`config.mk`:
```
export PLATFORM = sky130hd
export DESIGN_NAME = stop_clock_power_state_machine
export DESIGN_NICKNAME = d
export VERILOG_FILES = /design/src/logic/stop_clock_pkg.sv /design/src/logic/pin_sync.sv /design/src/logic/stop_clock_power_state_machine.sv
export VERILOG_INCLUDE_DIRS = /design/src /design/src/logic
export SDC_FILE = /design/constraint.sdc
export NUM_CORES = 1
export LEC_CHECK = 0
export BUFFER_PORTS_ARGS = -buffer_cell sky130_fd_sc_hd__buf_2
export CELL_PAD_IN_SITES_DETAIL_PLACEMENT = 2
export CELL_PAD_IN_SITES_GLOBAL_PLACEMENT = 2
export CORE_MARGIN = 2
export CORE_UTILIZATION = 31
export DETAILED_ROUTE_END_ITERATION = 16
export PLACE_DENSITY = 0.8
export SLEW_MARGIN = 20
export SYNTH_ARGS = -nofsm -noshare
export SYNTH_HDL_FRONTEND = slang
export SYNTH_SLANG_ARGS = --single-unit
```
`constraint.sdc`:
```
create_clock -name ref_clk_i -period 2.15 [get_ports ref_clk_i]
set_input_delay 0.1075 -clock ref_clk_i [delete_from_list [all_inputs] [get_ports ref_clk_i]]
set_output_delay 0.1075 -clock ref_clk_i [all_outputs]
set_load 0.02 [all_outputs]
```
`src/logic/stop_clock_params.svh`:
```
/*
  Constants of the stop-clock power state machine: state codes, bus cycle
  encodings, latency counts and the clock-stop enable bit position.
  Assumes it is included by bare name wherever these macros are used.
*/
`ifndef STOP_CLOCK_PARAMS_SVH
`define STOP_CLOCK_PARAMS_SVH

// Power state codes as reported on the state output
`define SC_PS_NORMAL 3'h1
`define SC_PS_HALT 3'h2
`define SC_PS_GRANT 3'h3
`define SC_PS_SNOOP 3'h4
`define SC_PS_SLEEP 3'h5

// Latencies in bus clocks
`define SC_GRANT_EXIT_CLKS 4'ha
`define SC_SLEEP_ENTRY_CLKS 4'ha
`define SC_SLEEP_EXIT_CLKS 4'ha

// Special cycle encodings on byte enables and request lines
`define SC_BE_IDLE 8'hff
`define SC_BE_HALT 8'hfd
`define SC_BE_STOP_GRANT 8'hfb
`define SC_REQ_IDLE 5'h00
`define SC_REQ_SPECIAL 5'h08

// Model specific register holding the clock-stop enable, and its bit
`define SC_MSR_POWER_IDX 12'h02a
`define SC_MSR_CLKSTOP_BIT 26

`endif

```
`src/logic/stop_clock_pkg.sv`:
```
/*
  Types of the stop-clock power state machine: state enum and the packed
  carriers for synchronised pins, special bus cycles and serviced events.
  Assumes nothing beyond a SystemVerilog compiler.
*/
package stop_clock_pkg;

  // One-hot power states; there is deliberately no deep sleep state
  typedef enum logic [4:0] {
    ST_NORMAL = 5'b00001,
    ST_HALT = 5'b00010,
    ST_GRANT = 5'b00100,
    ST_SNOOP = 5'b01000,
    ST_SLEEP = 5'b10000
  } pwr_state_t;

  // Synchronised pin levels, all active high
  typedef struct packed {
    logic stp;
    logic slp;
    logic smi;
    logic bus_init_n;
    logic init;
    logic nmi;
    logic maskable_irq;
    logic flush;
    logic a20;
    logic ads;
    logic snpdone;
  } pin_in_t;

  // Special bus cycle presented to the bus unit
  typedef struct packed {
    logic valid;
    logic [7:0] byte_enables_n;
    logic [4:0] req;
  } special_cycle_t;

  // Events handed to the core for service
  typedef struct packed {
    logic smi;
    logic bus_init_n;
    logic init;
    logic nmi;
    logic maskable_irq;
  } service_t;

endpackage

```
`src/logic/pin_sync.sv`:
```
/*
  Three-stage pin synchroniser with agreement filter, one lane per bit.
  Assumes inputs are asynchronous levels; the filtered output only moves
  when the second and third stages agree.
*/
`timescale 1ns/1ps
module pin_sync #(
  parameter int WIDTH = 11
) (
  input wire logic ref_clk_i,
  input wire logic rstn_i,
  input wire logic [WIDTH-1:0] async_i,
  output logic [WIDTH-1:0] level_o
);

  genvar g;
  generate
    for (g = 0; g < WIDTH; g++) begin : lane
      logic s1_r; // First stage, read only by s2_r
      logic s2_r; // Second stage
      logic s3_r; // Third stage
      logic lvl_r; // Filtered level

      // Shift chain
      always_ff @(posedge ref_clk_i) begin
        if (!rstn_i) begin
          s1_r <= 1'b0;
          s2_r <= 1'b0;
          s3_r <= 1'b0;
        end else begin
          s1_r <= async_i[g];
          s2_r <= s1_r;
          s3_r <= s2_r;
        end
      end

      // Accept a change only once two stages agree
      always_ff @(posedge ref_clk_i) begin
        if (!rstn_i) begin
          lvl_r <= 1'b0;
        end else if (s2_r == s3_r) begin
          lvl_r <= s3_r;
        end
      end

      assign level_o[g] = lvl_r;
    end
  endgenerate

endmodule

```
`src/logic/stop_clock_power_state_machine.sv`:
```
/*
  Stop-clock power state machine: normal, auto halt, stop grant,
  halt/grant snoop and sleep, with special bus cycles on auto halt and stop grant entry.
  Assumes pins arrive asynchronously, core strobes are on ref_clk_i,
  and the bus unit consumes one-cycle special cycle requests.
*/
// Summary of operation
// - Stop internal clocks only when enable bit set
// - No deep sleep; sleep is lowest state
// - Halt enters auto halt, issues halt cycle
// - Wake events return halt to normal
// - Management interrupt handler returns to normal/halt
// - Flush in halt serviced, stays in halt
// - Address bit 20 mask honoured in halt
// - Stop request in halt enters grant, cycle
// - Grant back to halt without new cycle
// - Stop request in normal enters grant, cycle
// - Leave grant 10 clocks after request drops
// - Bus init in grant latched, serviced later
// - Flush ignored during stop grant
// - Hard reset in grant keeps grant state
// - Address strobe snoop enters snoop, then returns
// - Sleep request moves grant to sleep, back
// - Other interrupts latched in grant, serviced later
// - Sleep reached 10 clocks after request
// - Sleep left 10 clocks after request drops
`timescale 1ns/1ps
`include "stop_clock_params.svh"
module stop_clock_power_state_machine (
  input wire logic ref_clk_i,
  input wire logic rstn_i,
  input wire logic pwr_on_rstn_i,
  input wire logic stop_clock_request_n_i,
  input wire logic sleep_request_n_i,
  input wire logic system_mgmt_irq_n_i,
  input wire logic bus_init_n_i,
  input wire logic soft_init_n_i,
  input wire logic [1:0] local_irq_pins_i,
  input wire logic flush_request_n_i,
  input wire logic addr20_mask_n_i,
  input wire logic addr_strobe_n_i,
  input wire logic snoop_serviced_n_i,
  input wire logic halt_exec_i,
  input wire logic smm_return_i,
  input wire logic smm_to_halt_i,
  input wire logic flush_done_i,
  input wire logic [31:0] model_specific_register_i,
  output logic [2:0] power_state_o,
  output stop_clock_pkg::special_cycle_t special_cycle_o,
  output stop_clock_pkg::service_t service_o,
  output logic clk_stop_o,
  output logic flush_req_o,
  output logic addr20_masked_o
);

  logic [10:0] raw_pins; // Pins, active-low ones inverted, all active high
  logic [10:0] sync_pins; // Filtered pin levels
  stop_clock_pkg::pin_in_t pin; // Named view of the pins
  stop_clock_pkg::pwr_state_t st_r; // Current state
  stop_clock_pkg::pwr_state_t st_nxt; // Next state
  logic [3:0] cnt_r; // Latency counter
  logic [3:0] cnt_nxt; // Next counter value
  logic from_halt_r; // Grant was entered from auto halt
  logic ret_grant_r; // Snoop returns to grant, else to halt
  logic ads_prev_r; // Previous address strobe level
  logic ads_rise; // Snoop phase start
  logic smm_active_r; // Handler running after a halt wake
  logic issue_halt; // Halt cycle request
  logic issue_grant; // Stop grant cycle request
  stop_clock_pkg::service_t cur_evt; // Events present this cycle
  stop_clock_pkg::service_t pending_r; // Events held during grant
  stop_clock_pkg::service_t service_r; // Events released to the core
  stop_clock_pkg::special_cycle_t cycle_r; // Special cycle register
  logic [2:0] power_state_r; // Encoded state
  logic clk_stop_r; // Internal clock stop
  logic flush_req_r; // Flush in progress
  logic a20_r; // Address bit 20 mask
  logic grant_side; // In grant or snooping out of grant

  // Active-low pins inverted to active high before synchronising
  assign raw_pins = {~stop_clock_request_n_i, ~sleep_request_n_i, ~system_mgmt_irq_n_i,
                     ~bus_init_n_i, ~soft_init_n_i, local_irq_pins_i[1], local_irq_pins_i[0],
                     ~flush_request_n_i, ~addr20_mask_n_i, ~addr_strobe_n_i,
                     ~snoop_serviced_n_i};

  // Synchroniser, cleared only at power-on so warm reset sees live pins
  pin_sync #(
    .WIDTH(11)
  ) u_sync (
    .ref_clk_i(ref_clk_i),
    .rstn_i(pwr_on_rstn_i),
    .async_i(raw_pins),
    .level_o(sync_pins)
  );

  assign pin = stop_clock_pkg::pin_in_t'(sync_pins);
  assign ads_rise = pin.ads & ~ads_prev_r;
  assign cur_evt = '{smi: pin.smi, bus_init_n: pin.bus_init_n, init: pin.init,
                     nmi: pin.nmi, maskable_irq: pin.maskable_irq};
  assign grant_side = (st_r == stop_clock_pkg::ST_GRANT) ||
                      ((st_r == stop_clock_pkg::ST_SNOOP) && ret_grant_r);

  // Strobe edge history
  always_ff @(posedge ref_clk_i) begin
    if (!rstn_i) begin
      ads_prev_r <= 1'b0;
    end else begin
      ads_prev_r <= pin.ads;
    end
  end

  // Next state and latency counting
  always_comb begin
    st_nxt = st_r;
    cnt_nxt = 4'h0;
    issue_halt = 1'b0;
    issue_grant = 1'b0;
    unique case (st_r)
      stop_clock_pkg::ST_NORMAL: begin
        if (pin.stp) begin
          st_nxt = stop_clock_pkg::ST_GRANT;
          issue_grant = 1'b1;
        end else if (halt_exec_i) begin
          st_nxt = stop_clock_pkg::ST_HALT;
          issue_halt = 1'b1;
        end else if (smm_active_r && smm_return_i && smm_to_halt_i) begin
          st_nxt = stop_clock_pkg::ST_HALT;
        end
      end
      stop_clock_pkg::ST_HALT: begin
        if ((|cur_evt) || (|pending_r)) begin
          st_nxt = stop_clock_pkg::ST_NORMAL;
        end else if (pin.stp) begin
          st_nxt = stop_clock_pkg::ST_GRANT;
          issue_grant = 1'b1;
        end else if (ads_rise) begin
          st_nxt = stop_clock_pkg::ST_SNOOP;
        end
      end
      stop_clock_pkg::ST_GRANT: begin
        if (ads_rise) begin
          st_nxt = stop_clock_pkg::ST_SNOOP;
        end else if (!pin.stp) begin
          // Exit counts ten clocks of a dropped request
          if (cnt_r == `SC_GRANT_EXIT_CLKS - 4'h1) begin
            // Back to halt without a halt cycle
            st_nxt = from_halt_r ? stop_clock_pkg::ST_HALT : stop_clock_pkg::ST_NORMAL;
          end else begin
            cnt_nxt = cnt_r + 4'h1;
          end
        end else if (pin.slp) begin
          if (cnt_r == `SC_SLEEP_ENTRY_CLKS - 4'h1) begin
            st_nxt = stop_clock_pkg::ST_SLEEP;
          end else begin
            cnt_nxt = cnt_r + 4'h1;
          end
        end
      end
      stop_clock_pkg::ST_SNOOP: begin
        if (pin.snpdone) begin
          st_nxt = ret_grant_r ? stop_clock_pkg::ST_GRANT : stop_clock_pkg::ST_HALT;
        end
      end
      stop_clock_pkg::ST_SLEEP: begin
        // Lowest state; only the sleep request leads out
        if (!pin.slp) begin
          if (cnt_r == `SC_SLEEP_EXIT_CLKS - 4'h1) begin
            st_nxt = stop_clock_pkg::ST_GRANT;
          end else begin
            cnt_nxt = cnt_r + 4'h1;
          end
        end
      end
      default: begin
        st_nxt = stop_clock_pkg::ST_NORMAL;
      end
    endcase
  end

  // State register; warm reset inside grant stays in grant
  always_ff @(posedge ref_clk_i) begin
    if (!pwr_on_rstn_i) begin
      st_r <= stop_clock_pkg::ST_NORMAL;
    end else if (!rstn_i) begin
      st_r <= (grant_side || st_r == stop_clock_pkg::ST_SLEEP) ?
              stop_clock_pkg::ST_GRANT : stop_clock_pkg::ST_NORMAL;
    end else begin
      st_r <= st_nxt;
    end
  end

  // Latency counter
  always_ff @(posedge ref_clk_i) begin
    if (!rstn_i) begin
      cnt_r <= 4'h0;
    end else begin
      cnt_r <= cnt_nxt;
    end
  end

  // Where grant and snoop return to
  always_ff @(posedge ref_clk_i) begin
    if (!rstn_i) begin
      from_halt_r <= 1'b0; // After reset grant exits to normal
      ret_grant_r <= 1'b0;
    end else begin
      if (issue_grant) begin
        from_halt_r <= (st_r == stop_clock_pkg::ST_HALT);
      end
      if (st_r != stop_clock_pkg::ST_SNOOP && st_nxt == stop_clock_pkg::ST_SNOOP) begin
        ret_grant_r <= (st_r == stop_clock_pkg::ST_GRANT);
      end
    end
  end

  // Event latching in grant and release on return to normal
  always_ff @(posedge ref_clk_i) begin
    if (!rstn_i) begin
      pending_r <= '0;
      service_r <= '0;
    end else begin
      service_r <= '0;
      if (st_r != stop_clock_pkg::ST_NORMAL && st_nxt == stop_clock_pkg::ST_NORMAL) begin
        // Current events merge in so nothing is lost on the clear
        service_r <= pending_r | cur_evt;
        pending_r <= '0;
      end else if (grant_side) begin
        pending_r <= pending_r | cur_evt;
      end
    end
  end

  // Handler in progress after a wake from halt
  always_ff @(posedge ref_clk_i) begin
    if (!rstn_i) begin
      smm_active_r <= 1'b0;
    end else if (st_r == stop_clock_pkg::ST_HALT && st_nxt == stop_clock_pkg::ST_NORMAL &&
                 pin.smi) begin
      smm_active_r <= 1'b1;
    end else if (smm_return_i) begin
      smm_active_r <= 1'b0;
    end
  end

  // Special cycle on halt or grant entry
  always_ff @(posedge ref_clk_i) begin
    if (!rstn_i) begin
      cycle_r <= '{valid: 1'b0, byte_enables_n: `SC_BE_IDLE, req: `SC_REQ_IDLE};
    end else if (issue_halt) begin
      cycle_r <= '{valid: 1'b1, byte_enables_n: `SC_BE_HALT, req: `SC_REQ_SPECIAL};
    end else if (issue_grant) begin
      cycle_r <= '{valid: 1'b1, byte_enables_n: `SC_BE_STOP_GRANT,
                   req: `SC_REQ_SPECIAL};
    end else begin
      cycle_r <= '{valid: 1'b0, byte_enables_n: `SC_BE_IDLE, req: `SC_REQ_IDLE};
    end
  end

  // Encoded state, follows the next state so it lines up with st_r
  always_ff @(posedge ref_clk_i) begin
    if (!pwr_on_rstn_i) begin
      power_state_r <= `SC_PS_NORMAL;
    end else begin
      unique case (rstn_i ? st_nxt : ((grant_side || st_r == stop_clock_pkg::ST_SLEEP) ?
                   stop_clock_pkg::ST_GRANT : stop_clock_pkg::ST_NORMAL))
        stop_clock_pkg::ST_NORMAL: power_state_r <= `SC_PS_NORMAL;
        stop_clock_pkg::ST_HALT: power_state_r <= `SC_PS_HALT;
        stop_clock_pkg::ST_GRANT: power_state_r <= `SC_PS_GRANT;
        stop_clock_pkg::ST_SNOOP: power_state_r <= `SC_PS_SNOOP;
        stop_clock_pkg::ST_SLEEP: power_state_r <= `SC_PS_SLEEP;
        default: power_state_r <= `SC_PS_NORMAL;
      endcase
    end
  end

  // Clock stop only in grant or sleep with the enable bit set
  always_ff @(posedge ref_clk_i) begin
    if (!rstn_i) begin
      clk_stop_r <= 1'b0;
    end else begin
      clk_stop_r <= model_specific_register_i[`SC_MSR_CLKSTOP_BIT] &&
                    (st_nxt == stop_clock_pkg::ST_GRANT ||
                     st_nxt == stop_clock_pkg::ST_SLEEP);
    end
  end

  // Flush request: taken in halt, never started in grant; a new request beats done
  always_ff @(posedge ref_clk_i) begin
    if (!rstn_i) begin
      flush_req_r <= 1'b0;
    end else if (st_r == stop_clock_pkg::ST_HALT && pin.flush) begin
      flush_req_r <= 1'b1;
    end else if (flush_req_r && flush_done_i) begin
      flush_req_r <= 1'b0;
    end
  end

  // Address bit 20 mask tracked while the core can issue cycles
  always_ff @(posedge ref_clk_i) begin
    if (!rstn_i) begin
      a20_r <= 1'b0;
    end else if (st_r == stop_clock_pkg::ST_NORMAL || st_r == stop_clock_pkg::ST_HALT) begin
      a20_r <= pin.a20;
    end
  end

  assign power_state_o = power_state_r;
  assign special_cycle_o = cycle_r;
  assign service_o = service_r;
  assign clk_stop_o = clk_stop_r;
  assign flush_req_o = flush_req_r;
  assign addr20_masked_o = a20_r;

  logic grant_quiet; // Grant with stop dropped and no snoop
  logic sleep_held; // Grant with stop and sleep held, no snoop
  logic sleep_dropped; // Sleep with the sleep request dropped
  logic [3:0] quiet_run_r; // Earlier cycles in a row of grant_quiet
  logic [3:0] held_run_r; // Earlier cycles in a row of sleep_held
  logic [3:0] drop_run_r; // Earlier cycles in a row of sleep_dropped

  assign grant_quiet = st_r == stop_clock_pkg::ST_GRANT && !pin.stp && !ads_rise;
  assign sleep_held = st_r == stop_clock_pkg::ST_GRANT && pin.stp && pin.slp && !ads_rise;
  assign sleep_dropped = st_r == stop_clock_pkg::ST_SLEEP && !pin.slp;

  // Run lengths stand in for long repetitions; any other cycle restarts a run
  always_ff @(posedge ref_clk_i) begin
    if (!rstn_i) begin
      quiet_run_r <= 4'h0;
      held_run_r <= 4'h0;
      drop_run_r <= 4'h0;
    end else begin
      quiet_run_r <= grant_quiet ? quiet_run_r + 4'h1 : 4'h0;
      held_run_r <= sleep_held ? held_run_r + 4'h1 : 4'h0;
      drop_run_r <= sleep_dropped ? drop_run_r + 4'h1 : 4'h0;
    end
  end
endmodule
```
==> impl_metrics.py <==
metrics = {
    "finish": {
        "syn_to_final_growth_pct": 20.7,
        "final_core_util_pct": 38.6,
        "diodes": 0,
        "drive_gt1_share_pct": 16.6,
        "stdcell_area_sq_mm": 0.00337,
        "nNetsFinal": 397,
    },
    "setup_path": {
        "critPathRequiredTime_ps": 2400,
        "critPathMaxFanout": 9,
        "start_kind": "register",
        "critPathArrivalTime_ps": 2170,
        "startpoint": "cnt_r[0]",
        "r2r_start": "cnt_r[0]",
        "cp-end-kind": "register",
        "critPathKind": "reg2reg",
        "reg2reg_depth": 6,
    },
    "min_path": {
        "hp-start": "flush_done_i",
        "holdCritPathClass": "in2reg",
        "holdPathStages": 4,
    },
    "run_status": {
        "status": "finished, final reports clean",
    },
    "floorplan": {
        "coreArea_sq_mm": 0.00872,
        "rows": 34,
        "start_util_pct": 32.0,
        "ioPinCount": 75,
        "chipHeight_um": 98.9,
        "design.die.area_sq_mm": 0.00977,
        "fp.dieW_um": 98.9,
    },
    "power_and_ir_drop": {
        "p_leak_nw": 1.35,
        "p_total_mw": 2.77,
        "power_density_mw_per_mm2": 823,
        "peakVddDrop_mv": 0.293,
    },
    "clock_tree": {
        "cts_sinks": 76,
        "cts_tree": "yes",
        "h-tree-depth": 3,
        "clk_pin_slew_ps": 80,
        "clock_latency_ps": 360,
        "cts_resized": 0,
        "clock-root-buffer": "clkbuf_8",
        "cts_buffers": 9,
        "cts_setup_buffers": 0,
        "clock_path_buffers": 2,
    },
    "synthesis": {
        "synthSimpleGateAreaFrac_pct": 24.6,
        "yosys_warnings": 0,
        "seq_area_frac_synth_pct": 54.6,
        "synth_cells": 296,
        "synth_mux_area_share_pct": 0.718,
        "synthAdderAreaFrac_pct": 0.897,
        "synth-compound-area-share_pct": 12.9,
        "ys_types": 47,
        "async_reset_ff_share_pct": 0,
        "yosys.area_share.xor_xnor_pct": 0.942,
        "synth_top_family_by_area": "simple AND/OR/NAND/NOR gates",
        "ys_ff_latch": 76,
        "synth-edff-count": 0,
        "ys.flop_type": "dfxtp_1",
        "synth_area_sq_mm": 0.00279,
        "synth.avg_cell_area_sq_um": 9.42,
    },
    "drt": {
        "antenna_left": 0,
        "via_count": 2187,
        "first_iter_violations": 48,
        "drt_pass1_iterations": 4,
        "via_per_inst": 4.78,
        "wl_per_cell_um": 14.2,
        "drc": 0,
        "detail_route.wirelength_um": 6500,
    },
    "sta": {
        "slew_viol_final": 0,
        "fmax_mhz": 521,
        "grt_setup_unrepaired": "false",
        "fin_skew_ps": 8.78,
        "post-route-period-util_pct": 89.2,
        "final-hold-violation-count": 0,
        "fin_tns_setup_ps": 0,
        "post-route-min-period_ps": 1920,
        "setup_violations": 0,
    },
    "global_route": {
        "grt_max_degree": 30,
        "antenna_found_initial": 0,
        "grt_overflow": 0,
        "grt_first_pass_wirelength_um": 11000,
        "grt_pass1_vias": 2352,
        "grt.total_usage_pct": 14.3,
    },
    "placement": {
        "placed_cell_area_sq_mm": 0.00303,
        "io_buffers": 33,
        "gp_routability_congestion": 0.857,
        "hpwl_um": 4620,
    },
    "flow_run": {
        "cap_violations": 0,
    },
}
-- layout make-up --
type	instances	area [sq um]
Clock buffer	10	138
Clock inverter	6	70.1
Fill cell	982	5360
Inverter	6	22.5
Multi-Input combinational cell	202	1150
Sequential cell	76	1520
Tap cell	108	135
Timing Repair Buffer	50	325
-- synth_stat cells (3+ instances only) --
| cell type | count | share of area, % |
|---|---|---|
| o21ai_0 | 15 | 2.7 |
| a21oi_1 | 13 | 2.3 |
| clkbuf_1 | 5 | 0.67 |
| nand2_1 | 21 | 2.8 |
| buf_2 | 4 | 0.72 |
| nor2_1 | 36 | 4.8 |
| inv_1 | 6 | 0.81 |
| a31oi_1 | 3 | 0.67 |
| dfxtp_1 | 76 | 55 |
| and2_1 | 27 | 6.1 |
| nand4_1 | 3 | 0.67 |
| a21boi_0 | 11 | 3.0 |
| buf_4 | 11 | 3.0 |
| nor3_1 | 3 | 0.54 |
| nor2b_1 | 17 | 3.8 |
| nand3_1 | 5 | 0.90 |
-- state kept, by name, indices dropped and copies added, names as in the netlist, 3 cells and up --
| name | count |
|---|---|
| power_state_o | 3 |
| cnt_r | 4 |
| st_r | 5 |
| special_cycle_o | 3 |
| u_sync.lane.lvl_r | 11 |
| u_sync.lane.s3_r | 11 |
| pending_r | 5 |
| u_sync.lane.s1_r | 11 |
| u_sync.lane.s2_r | 11 |
| service_o | 5 |
-- layer usage --
layer | global-route usage [%] | up-vias | routed length [um]
met5 | 0 | - | 0
met4 | 5.37 | 0 | 114
met3 | 3.62 | 11 | 214
met2 | 26.0 | 35 | 3390
met1 | 16.1 | 1073 | 2780
li1 | - | 1068 | -
-- cells in the final DEF, fill, tap and decap left out, drive strengths merged, types with 4 or more instances in the layout --
cell type,count
dfxtp,76
nand2,21
nand3,5
nor3,4
a21boi,12
a21oi,13
buf,37
dlygate4sd3,13
and2,27
inv,8
conb,10
clkbuf,10
nor2,36
o21ai,16
nor2b,17
-- worst max-delay path: stages (launching register included) --
cell and delay [ps]:
dfxtp_1 390, ha_1 170, nand3b_1 260, or3_1 410, a21oi_1 310, or3_4 230, nor2_1 50
-- what timing repair did --
action / in CTS / in global routing
hold buffers: 13 / 0
setup endpoints to repair: 0 / 0
hold endpoints to repair: 13 / 0
-- path summary, 6_finish.rpt --
kind,to,slack [ps]
setup / recovery,pending_r[3],230
hold / removal,flush_req_o,60
setup reg to reg,pending_r[3],230
hold reg to reg,u_sync.lane[0].s2_r,440
-- metrics by stage --
stage                     instances  hold slack (ps)  setup WS [ps]
after floorplan                 304              179            573
after global placement          429              262            266
after detailed placement        429              268            271
after CTS                       458             52.3            238
after global routing            458              109           68.2
final                           458             56.7            231
-- logic make-up after synthesis --
kind of cell / after synthesis
and+or+nand+nor: 128
DFF: 76
other: 2
muxes: 2
xor gates and xnor gates: 3
adders and majority gates: 2
buffers and inverters: 26
AOI/OAI and AO/OA: 57
-- power breakdown --
| part | switching, mW | total, mW | internal (mW) |
|---|---|---|---|
| registers | 0.0202 | 1.46 | 1.44 |
| logic | 0.0946 | 0.168 | 0.0738 |
| clock network | 0.562 | 1.14 | 0.578 |
| total | 0.677 | 2.77 | 2.09 |
Note: power is estimated with default switching activity, not from simulation.
